### config.mk
export PLATFORM = sky130hd
export DESIGN_NAME = fic_irq_ctrl
export DESIGN_NICKNAME = d
export VERILOG_FILES = /design/src/common/fic_pkg.sv /design/src/rtl/fic_irq_ctrl.sv /design/src/rtl/fic_prio_mem.sv /design/src/rtl/fic_arbiter.sv
export SDC_FILE = /design/constraint.sdc
export NUM_CORES = 2
export LEC_CHECK = 0
export ABC_CLOCK_PERIOD_IN_PS = 91700
export BUFFER_PORTS_ARGS = -buffer_cell sky130_fd_sc_hd__buf_2
export CAP_MARGIN = 20
export CORE_MARGIN = 1.5
export CORE_UTILIZATION = 24
export CTS_BUF_LIST = sky130_fd_sc_hd__clkbuf_8
export DETAILED_ROUTE_END_ITERATION = 16
export GPL_TIMING_DRIVEN = 0
export PLACE_DENSITY = 0.45
export SYNTH_ARGS = -nofsm -noshare
export SYNTH_HDL_FRONTEND = slang
export SYNTH_HIERARCHICAL = 1
export SYNTH_SLANG_ARGS = --single-unit
### constraint.sdc
create_clock -name CLK -period 91.7 [get_ports CLK]
set_input_delay 18.34 -clock CLK [delete_from_list [all_inputs] [get_ports CLK]]
set_output_delay 18.34 -clock CLK [all_outputs]
set_load 0.02 [all_outputs]
### src/common/fic_pkg.sv
// Purpose: Constants for the per-interrupt enable, pending, active and priority section
// Assumes: 32-bit register port, word index addressing (byte address = 4 * index)
package fic_pkg;
    localparam int          NUM_IRQ      = 36;
    localparam int          IRQ_LO_FIRST = 12;
    localparam int          NUM_PRIO     = 256;
    localparam int          NUM_PWORD    = 64;
    localparam logic [31:0] LO_MASK      = 32'hfffff000;
    localparam logic [31:0] HI_MASK      = 32'h0000000f;
    localparam logic [31:0] SLOT_MASK    = 32'hf0f0f0f0;
    localparam logic [31:0] RESET_WORD   = 32'h00000000;
    localparam logic [3:0]  PRIO_RESET   = 4'h0;
    localparam logic [1:0]  DEPTH_MAX    = 2'h2;
    // Register word indexes
    localparam logic [7:0]  ADR_EN_SET_LO  = 8'h00;
    localparam logic [7:0]  ADR_EN_SET_HI  = 8'h01;
    localparam logic [7:0]  ADR_EN_CLR_LO  = 8'h02;
    localparam logic [7:0]  ADR_EN_CLR_HI  = 8'h03;
    localparam logic [7:0]  ADR_PND_SET_LO = 8'h04;
    localparam logic [7:0]  ADR_PND_SET_HI = 8'h05;
    localparam logic [7:0]  ADR_PND_CLR_LO = 8'h06;
    localparam logic [7:0]  ADR_PND_CLR_HI = 8'h07;
    localparam logic [7:0]  ADR_ACT_LO     = 8'h08;
    localparam logic [7:0]  ADR_ACT_HI     = 8'h09;
    localparam logic [7:0]  ADR_STATUS     = 8'h0a;
    localparam logic [7:0]  ADR_PRIO_BASE  = 8'h40;
endpackage

### src/rtl/fic_irq_ctrl.sv
`timescale 1ns/1ps
// Purpose: Enable, pending, active and priority state of the fast interrupt controller
// Assumes: Register port with one-cycle read latency; core acknowledges entry and return
// Notes: Interrupts below 12 have no bits and are never forwarded
module fic_irq_ctrl #(
    parameter int NUM_IRQ = 36
) (
    // Clock and reset
    input  wire logic        CLK,
    input  wire logic        RESET,
    // Register port
    input  wire logic [7:0]  ADDR,
    input  wire logic [31:0] WDATA,
    input  wire logic        WR,
    input  wire logic        RD,
    output logic      [31:0] RDATA,
    // Peripheral request pulses, set pending
    input  wire logic [NUM_IRQ-1:0] IRQ_IN,
    // Core handshake
    input  wire logic        CORE_ACK,
    input  wire logic        CORE_RET,
    output logic             IRQ_REQ,
    output logic [7:0]       IRQ_ID,
    output logic [1:0]       NEST_DEPTH
);
    logic [NUM_IRQ-1:0] enable_ff, pending_ff, active_ff;
    logic [NUM_IRQ-1:0] nxt_enable, nxt_pending, nxt_active;
    logic [1:0]         depth_ff, nxt_depth;
    logic [7:0]         stk0_ff, stk1_ff;
    logic [3:0]         lvl0_ff, req_lvl_ff;

    // Decode
    wire        wr_eset_lo = WR && ADDR == fic_pkg::ADR_EN_SET_LO;
    wire        wr_eset_hi = WR && ADDR == fic_pkg::ADR_EN_SET_HI;
    wire        wr_eclr_lo = WR && ADDR == fic_pkg::ADR_EN_CLR_LO;
    wire        wr_eclr_hi = WR && ADDR == fic_pkg::ADR_EN_CLR_HI;
    wire        wr_pset_lo = WR && ADDR == fic_pkg::ADR_PND_SET_LO;
    wire        wr_pset_hi = WR && ADDR == fic_pkg::ADR_PND_SET_HI;
    wire        wr_pclr_lo = WR && ADDR == fic_pkg::ADR_PND_CLR_LO;
    wire        wr_pclr_hi = WR && ADDR == fic_pkg::ADR_PND_CLR_HI;
    wire        prio_sel   = ADDR[7:6] == fic_pkg::ADR_PRIO_BASE[7:6];

    // Map a low/high word pair onto the interrupt vector
    function automatic logic [NUM_IRQ-1:0] to_vec(input logic lo, input logic hi,
                                                   input logic [31:0] d);
        logic [63:0] w;
        w = {(hi ? d & fic_pkg::HI_MASK : 32'h0), (lo ? d & fic_pkg::LO_MASK : 32'h0)};
        return w[NUM_IRQ-1:0];
    endfunction

    function automatic logic [31:0] word_of(input logic [NUM_IRQ-1:0] v, input logic hi);
        logic [63:0] w;
        w = 64'(v);
        return hi ? w[63:32] & fic_pkg::HI_MASK : w[31:0] & fic_pkg::LO_MASK;
    endfunction

    // Sources below 12 have no pending bit, so their pulses are dropped here
    wire [NUM_IRQ-1:0] valid_m = to_vec(1'b1, 1'b1, 32'hffffffff);
    wire [NUM_IRQ-1:0] en_set  = to_vec(wr_eset_lo, wr_eset_hi, WDATA);
    wire [NUM_IRQ-1:0] en_clr  = to_vec(wr_eclr_lo, wr_eclr_hi, WDATA);
    wire [NUM_IRQ-1:0] pnd_set = to_vec(wr_pset_lo, wr_pset_hi, WDATA)
                               | (IRQ_IN & valid_m);
    wire [NUM_IRQ-1:0] pnd_clr = to_vec(wr_pclr_lo, wr_pclr_hi, WDATA);

    // Priority store
    logic [1023:0] levels;
    logic [31:0]   prio_rdata;
    fic_prio_mem #(.WORDS(fic_pkg::NUM_PWORD)) u_prio (
        .clk    (CLK),
        .rst    (RESET),
        .we     (WR && prio_sel),
        .addr   (ADDR[5:0]),
        .wdata  (WDATA),
        .rdata  (prio_rdata),
        .levels (levels)
    );

    // Arbitration over pending and enabled
    wire [NUM_IRQ-1:0] cand = pending_ff & enable_ff & valid_m & ~active_ff;
    logic       found;
    logic [7:0] best_id;
    logic [3:0] best_lvl;
    fic_arbiter #(.N(NUM_IRQ)) u_arb (
        .cand  (cand),
        .level (levels[NUM_IRQ*4-1:0]),
        .found (found),
        .id    (best_id),
        .best  (best_lvl)
    );

    // Preempt only from depth 1 with a strictly more urgent level
    wire can_take = found && (depth_ff == 2'h0 ||
                    (depth_ff == 2'h1 && best_lvl < lvl0_ff));
    wire take     = IRQ_REQ && CORE_ACK;
    wire ret      = CORE_RET && depth_ff != 2'h0;
    wire [7:0] ret_id = depth_ff == 2'h2 ? stk1_ff : stk0_ff;

    always_comb begin
        nxt_enable  = (enable_ff | en_set) & ~en_clr;
        nxt_pending = (pending_ff & ~pnd_clr) | pnd_set;
        nxt_active  = active_ff;
        nxt_depth   = depth_ff;
        if (ret) begin
            nxt_active[ret_id[5:0]] = 1'b0;
            nxt_depth = depth_ff - 2'h1;
        end else if (take) begin
            nxt_active[IRQ_ID[5:0]]  = 1'b1;
            nxt_pending[IRQ_ID[5:0]] = pnd_set[IRQ_ID[5:0]];
            nxt_depth = depth_ff + 2'h1;
        end
    end

    // Priority word as software sees it, low nibble of every slot zero
    function automatic logic [31:0] prio_word(input logic [15:0] nib);
        return {nib[15:12], 4'h0, nib[11:8], 4'h0, nib[7:4], 4'h0, nib[3:0], 4'h0};
    endfunction

    // Read from the flat view so the answer keeps the one-cycle latency of the
    // other words; the store's registered port is kept as a cross-check
    wire [15:0] prio_nib = levels[{ADDR[5:0], 4'h0} +: 16];

    wire [31:0] rd_mux =
        prio_sel                    ? prio_word(prio_nib)      :
        ADDR == fic_pkg::ADR_ACT_LO ? word_of(active_ff, 1'b0) :
        ADDR == fic_pkg::ADR_ACT_HI ? word_of(active_ff, 1'b1) :
        ADDR == fic_pkg::ADR_STATUS ? {30'h0, depth_ff} : 32'h0;
    logic prio_rd_ff;

    // Interrupt state
    always_ff @(posedge CLK) begin
        if (RESET) begin
            enable_ff  <= '0;
            pending_ff <= '0;
            active_ff  <= '0;
            depth_ff   <= 2'h0;
        end else begin
            enable_ff  <= nxt_enable;
            pending_ff <= nxt_pending;
            active_ff  <= nxt_active;
            depth_ff   <= nxt_depth;
        end
    end

    // Return stack; the second level keeps no priority since nothing may
    // preempt it
    always_ff @(posedge CLK) begin
        if (RESET) begin
            stk0_ff <= 8'h00;
            stk1_ff <= 8'h00;
            lvl0_ff <= fic_pkg::PRIO_RESET;
        end else if (take && !ret) begin
            if (depth_ff == 2'h0) begin
                stk0_ff <= IRQ_ID;
                lvl0_ff <= req_lvl_ff;
            end else begin
                stk1_ff <= IRQ_ID;
            end
        end
    end

    // Core side outputs; the level travels with the id so a late priority
    // write cannot change what the stack records
    always_ff @(posedge CLK) begin
        if (RESET) begin
            IRQ_REQ    <= 1'b0;
            IRQ_ID     <= 8'h00;
            req_lvl_ff <= fic_pkg::PRIO_RESET;
            NEST_DEPTH <= 2'h0;
        end else begin
            // Request drops for one cycle after a take so the new depth is seen
            IRQ_REQ    <= can_take && !take && !ret;
            IRQ_ID     <= best_id;
            req_lvl_ff <= best_lvl;
            NEST_DEPTH <= nxt_depth;
        end
    end

    // Register read port
    always_ff @(posedge CLK) begin
        if (RESET) begin
            RDATA      <= fic_pkg::RESET_WORD;
            prio_rd_ff <= 1'b0;
        end else begin
            RDATA      <= RD ? rd_mux : fic_pkg::RESET_WORD;
            prio_rd_ff <= RD && prio_sel;
        end
    end

    a_enable_set : assert property (@(posedge CLK) disable iff (RESET)
        wr_eset_lo && WDATA[12] |=> enable_ff[12]) else $error("enable set lost");
    a_enable_clr : assert property (@(posedge CLK) disable iff (RESET)
        wr_eclr_hi && WDATA[0] && !wr_eset_hi |=> !enable_ff[32]) else $error("disable lost");
    a_pend_set : assert property (@(posedge CLK) disable iff (RESET)
        wr_pset_lo && WDATA[20] |=> pending_ff[20]) else $error("pending set lost");
    a_pend_clr : assert property (@(posedge CLK) disable iff (RESET)
        wr_pclr_hi && WDATA[3] && !IRQ_IN[35] |=> !pending_ff[35]) else $error("clear lost");
    a_zero_noeff : assert property (@(posedge CLK) disable iff (RESET)
        wr_eset_lo && WDATA == 32'h0 |=> enable_ff == $past(enable_ff))
        else $error("zero write changed enable");
    a_low_unused : assert property (@(posedge CLK) disable iff (RESET)
        enable_ff[11:0] == 12'h0 && pending_ff[11:0] == 12'h0) else $error("low bits set");
    a_depth_limit : assert property (@(posedge CLK) disable iff (RESET)
        depth_ff <= fic_pkg::DEPTH_MAX) else $error("nesting too deep");
    a_no_req_full : assert property (@(posedge CLK) disable iff (RESET)
        depth_ff == 2'h2 |=> !IRQ_REQ) else $error("third level request");
    a_req_cand : assert property (@(posedge CLK) disable iff (RESET)
        IRQ_REQ |-> $past(found)) else $error("request without candidate");
    a_active_take : assert property (@(posedge CLK) disable iff (RESET)
        take && !ret |=> active_ff[$past(IRQ_ID[5:0])]) else $error("active not set");

    // Set and clear words, one bits act
    a_enable_set_hi : assert property (
        @(posedge CLK) disable iff (RESET)
        wr_eset_hi && WDATA[3] |=> enable_ff[35]
    ) else $error("high enable set lost");

    a_enable_clr_lo : assert property (
        @(posedge CLK) disable iff (RESET)
        wr_eclr_lo && WDATA[31] |=> !enable_ff[31]
    ) else $error("low disable lost");

    a_pend_set_hi : assert property (
        @(posedge CLK) disable iff (RESET)
        wr_pset_hi && WDATA[0] |=> pending_ff[32]
    ) else $error("high pending set lost");

    a_pend_clr_lo : assert property (
        @(posedge CLK) disable iff (RESET)
        wr_pclr_lo && WDATA[12] && !IRQ_IN[12] |=> !pending_ff[12]
    ) else $error("low pending clear lost");

    a_pend_source : assert property (
        @(posedge CLK) disable iff (RESET)
        IRQ_IN[35] |=> pending_ff[35]
    ) else $error("source pulse lost");

    // Zero bits of a write leave the state alone
    a_eset_zero_keep : assert property (
        @(posedge CLK) disable iff (RESET)
        wr_eset_lo && !WDATA[31] |=> enable_ff[31] == $past(enable_ff[31])
    ) else $error("enable changed by a zero bit");

    a_eclr_zero_keep : assert property (
        @(posedge CLK) disable iff (RESET)
        wr_eclr_lo && !WDATA[12] |=> enable_ff[12] == $past(enable_ff[12])
    ) else $error("disable by a zero bit");

    a_pset_zero_keep : assert property (
        @(posedge CLK) disable iff (RESET)
        wr_pset_lo && !WDATA[20] && !IRQ_IN[20] && !take
        |=> pending_ff[20] == $past(pending_ff[20])
    ) else $error("pending changed by a zero bit");

    a_pclr_zero_keep : assert property (
        @(posedge CLK) disable iff (RESET)
        wr_pclr_hi && !WDATA[1] && !IRQ_IN[33] && !take
        |=> pending_ff[33] == $past(pending_ff[33])
    ) else $error("pending cleared by a zero bit");

    // Read port
    a_active_read_lo : assert property (
        @(posedge CLK) disable iff (RESET)
        RD && ADDR == fic_pkg::ADR_ACT_LO |=> RDATA == {$past(active_ff[31:12]), 12'h000}
    ) else $error("low active word wrong");

    a_active_read_hi : assert property (
        @(posedge CLK) disable iff (RESET)
        RD && ADDR == fic_pkg::ADR_ACT_HI |=> RDATA == {28'h0, $past(active_ff[35:32])}
    ) else $error("high active word wrong");

    a_prio_read : assert property (
        @(posedge CLK) disable iff (RESET)
        prio_rd_ff |-> RDATA == prio_rdata
    ) else $error("priority read differs from store");

    a_prio_low_zero : assert property (
        @(posedge CLK) disable iff (RESET)
        prio_rd_ff |-> (RDATA & ~fic_pkg::SLOT_MASK) == 32'h0
    ) else $error("priority low nibble not zero");

    a_status_read : assert property (
        @(posedge CLK) disable iff (RESET)
        RD && ADDR == fic_pkg::ADR_STATUS |=> RDATA == {30'h0, $past(depth_ff)}
    ) else $error("status word wrong");

    // Nesting
    a_active_ret : assert property (
        @(posedge CLK) disable iff (RESET)
        ret |=> !active_ff[$past(ret_id[5:0])]
    ) else $error("active not cleared on return");

    a_active_count : assert property (
        @(posedge CLK) disable iff (RESET)
        $countones(active_ff) == int'(depth_ff)
    ) else $error("active bits and depth disagree");

    a_preempt_urgent : assert property (
        @(posedge CLK) disable iff (RESET)
        take && depth_ff == 2'h1 |-> req_lvl_ff < lvl0_ff
    ) else $error("preempted by a less urgent level");

    a_depth_take : assert property (
        @(posedge CLK) disable iff (RESET)
        take && !ret |=> depth_ff == $past(depth_ff) + 2'h1
    ) else $error("depth not raised on take");

    a_depth_ret : assert property (
        @(posedge CLK) disable iff (RESET)
        ret |=> depth_ff == $past(depth_ff) - 2'h1
    ) else $error("depth not lowered on return");

    a_req_depth_ok : assert property (
        @(posedge CLK) disable iff (RESET)
        IRQ_REQ |-> depth_ff != fic_pkg::DEPTH_MAX
    ) else $error("request while nesting is full");
endmodule // fic_irq_ctrl

### src/rtl/fic_prio_mem.sv
`timescale 1ns/1ps
// Purpose: Priority slot store, one 32-bit word per four interrupts
// Assumes: Single write port, registered read port plus flat view of all slots
// Notes: Low nibbles are never stored
module fic_prio_mem #(
    parameter int WORDS = 64
) (
    // Clock and reset
    input  wire logic                 clk,
    input  wire logic                 rst,
    // Access
    input  wire logic                 we,
    input  wire logic [5:0]           addr,
    input  wire logic [31:0]          wdata,
    output logic      [31:0]          rdata,
    // Flat view, nibble per slot
    output logic      [WORDS*16-1:0]  levels
);
    logic [15:0] mem_ff [WORDS];

    genvar g;
    generate
        for (g = 0; g < WORDS; g++) begin : g_word
            always_ff @(posedge clk) begin
                if (rst) begin
                    mem_ff[g] <= {4{fic_pkg::PRIO_RESET}};
                end else if (we && addr == 6'(g)) begin
                    mem_ff[g] <= {wdata[31:28], wdata[23:20], wdata[15:12], wdata[7:4]};
                end
            end
            assign levels[g*16 +: 16] = mem_ff[g];
        end
    endgenerate

    logic [15:0] rd_word;
    assign rd_word = mem_ff[addr];

    always_ff @(posedge clk) begin
        if (rst) begin
            rdata <= fic_pkg::RESET_WORD;
        end else begin
            rdata <= {rd_word[15:12], 4'h0, rd_word[11:8], 4'h0,
                      rd_word[7:4], 4'h0, rd_word[3:0], 4'h0};
        end
    end
endmodule // fic_prio_mem

### src/rtl/fic_arbiter.sv
`timescale 1ns/1ps
// Purpose: Picks the most urgent candidate among pending and enabled interrupts
// Assumes: Candidates are numbered 0..N-1, levels are four bits each
// Notes: Ties go to the lowest number; purely combinational
module fic_arbiter #(
    parameter int N = 36
) (
    // Candidates
    input  wire logic [N-1:0]   cand,
    input  wire logic [N*4-1:0] level,
    // Result
    output logic                found,
    output logic [7:0]          id,
    output logic [3:0]          best
);
    always_comb begin
        found = 1'b0;
        id    = 8'h00;
        best  = 4'hf;
        for (int i = 0; i < N; i++) begin
            if (cand[i] && (!found || level[i*4 +: 4] < best)) begin
                found = 1'b1;
                id    = 8'(i);
                best  = level[i*4 +: 4];
            end
        end
    end
endmodule // fic_arbiter

==> summary.txt <==
Pwr
  – Sw Pwr: 0.642 mW
  – Sw Share: 0.373
  – Cell internal pwr: 1.08 mW
  – Clk pwr share: 0.270
  – VDD IR max: 0.0163 mV
  – Combinational share of power: 0.372
  – Leakage power: 25.9 nW
  – Pwr dens: 23.8 nW/um^2
  – Sequential share of power: 0.357

Clock network
  – Worst-Skew Late Latency: 1.00 ns
  – CTS Sinks: 1155
  – Num CTS Buffers: 195
  – Hold buffers post-CTS: 0
  – CTS Buffer Depth: 3
  – Worst-path clk slew: 0.06 ns
  – Post-CTS Setup Bufs: 0
  – CTS tree: built
  – Post-CTS resize count: 0
  – H-tree depth: 4
  – Root buffer cell: clkbuf_8

Final layout
  – Fill cells: 26400
  – Multi-input gate area: 27000 sq um
  – Layout cells sized above 1: 0.199
  – Post-Layout Cell Count: 8990
  – Layout area overhead: 16.5%
  – Final nets: 5577
  – FF+latch area: 33400 sq um

Critical path
  – Crit path max fanout: 10
  – Crit path launch: active_ff[12]
  – CP Capture Type: flip-flop
  – FF-to-FF Start: active_ff[12]
  – Reg2reg setup slack: 49.72 ns
  – Req. time, crit path: 92.59 ns
  – Slowest-stage cell, CP: nor4_1
  – Arrival @ worst endpoint: 42.87 ns
  – Setup crit start kind: flip-flop
  – Cell mode on critical path: ha_1
  – Kind of critical path: reg -> reg
  – Critical R2R Capture: IRQ_REQ
  – Slowest stage delay, CP: 0.58 ns
  – R2R cell count: 196

Detailed routing
  – Drt total wl: 247000 um
  – Pre-Repair DR Iteration Count: 7
  – DRT antenna net count: 0
  – DRT iter0 DRCs: 5016
  – Drt drc: 0
  – Total number of vias: 44500
  – DR WL/cell: 27.5 um
  – DR vias/cell: 4.95

Place
  – Port bufs: 98
  – Hpwl dp: 188000 um
  – Final GP Congestion: 0.956
  – Placed cell count: 8633

Flow run
  – Max-cap viol count: 0

STA
  – Worst-Margin Slew: 1.21 ns
  – Tmin final: 41.98 ns
  – Final hold vios: 0
  – Max Clk Rate: 23.8 MHz
  – Final Max Tran Viols: 0
  – Unrepaired setup endpoints after global routing: false
  – Setup tns final: 0 ns
  – Setup violators final: 0
  – Slew HR: 0.195
  – Clock skew: 0.102 ns
  – Fin crit share: 0.458

Logic synthesis
  – Syn_area_per_cell: 12.4 sq um
  – Netlist Area Pre-Place: 62100 sq um
  – Yosys warnings: 6
  – Syn Inst Count: 5016

Min path
  – Hold_sp: req_lvl_ff[1]
  – Hold EP: lvl0_ff[1]
  – Hold Path Stages: 2
  – Worst Hold Class: reg -> reg

Global route
  – Initial antenna violation count: 22
  – Total gr overflow: 0
  – Largest net degree at the start of global routing: 18
  – All-layer global routing usage: 0.184
  – Vias in the first global route: 43100
  – First-pass GRT wire length: 341000 um

Floorplan
  – Chip width: 512 um
  – Die area: 262000 sq um
  – Initial core utilization: 0.242
  – Site row count: 186
  – Ports: 125
  – DIE HEIGHT: 512 um
  – Core area: 257000 sq um

Outcome
  – Status: finished clean
[final cells by class]
| type | count | share of cell area |
|---|---|---|
| flip-flops and latches | 1155 | 0.461 |
| multi-input cells | 3443 | 0.373 |
| well taps | 3384 | 0.0585 |
| clock buffers | 220 | 0.0418 |
| plain buffers | 375 | 0.0253 |
| repair buffers | 174 | 0.0238 |
| clock inverters | 127 | 0.0109 |
| inverters | 105 | 0.00544 |
| diodes | 7 | 0.000242 |
[stage by stage]
stage	hold WS (ns)	util	instance area [sq um]	power, mW	worst slack (ns)
global placement	0.429	0.261	67100	1.23	50.46
detailed placement	0.430	0.267	68600	1.24	50.19
CTS	0.438	0.281	72400	1.70	50.01
finish	0.436	0.282	72400	1.72	49.72
global route	0.467	0.282	72400	1.82	46.27
floorplan	0.417	-	62400	1.08	57.03
[flip-flops by register name, indices dropped and copies added, names as in the netlist]
register	cells
u_prio/mem_ff	1024
RDATA	28
active_ff	24
enable_ff	24
pending_ff	24
IRQ_ID	8
stk0_ff	6
stk1_ff	6
lvl0_ff	4
req_lvl_ff	4
NEST_DEPTH	2
IRQ_REQ	1
[worst max-delay path: cells and delay by family (launching register included)]
kind / cells / cell delay, ns
compound gates: 75 / 16.90
simple gates: 60 / 10.96
fa+ha+maj: 24 / 6.62
mux: 15 / 4.44
buf+inv: 22 / 2.42
flops: 1 / 0.49
[worst max-delay path by stage]
stage / to / slack, ns
after floorplan: IRQ_REQ / 57.03
after global routing: IRQ_REQ / 46.27
after global placement: IRQ_REQ / 50.46
after CTS: IRQ_REQ / 50.01
after detailed placement: IRQ_REQ / 50.19
final: IRQ_REQ / 49.72
[layout by cell type, fill, tap and decap left out, types with 28 or more instances in the layout]
master and instances:
a211oi_1 60, a21oi_1 180, a22oi_1 52, a31oi_1 35, and2_1 1055, and3_1 31, buf_2 192, buf_4 46
buf_8 54, clkbuf_1 208, clkbuf_8 220, clkinv_1 28, conb_1 64, dfxtp_1 131, edfxtp_1 1024, ha_1 46
inv_1 165, mux2_2 29, mux2i_1 93, mux4_2 283, nand2_1 286, nand2b_1 34, nand3_1 54, nor2_1 221
nor2b_1 55, nor3_1 36, o211ai_1 32, o21ai_0 131, o21bai_2 62, o22ai_1 33
[power by group through the flow]
stage	Sequential [mW]	Clock [mW]	Combinational, mW
after floorplan	0.619	0	0.461
after global placement	0.627	0	0.598
after detailed placement	0.627	0	0.608
after CTS	0.616	0.476	0.612
after global routing	0.618	0.497	0.702
final	0.616	0.465	0.642
[per-layer routing]
metal  vias up  global-route usage  part of all wire
met4         4              0.0702             0.041
met1     22900               0.248              0.43
met2      1787               0.292              0.46
met3       366              0.0327             0.070
li1      19500                   -                 -
met5         -                   0           0.00011
Power figures use the tool's default switching activity.
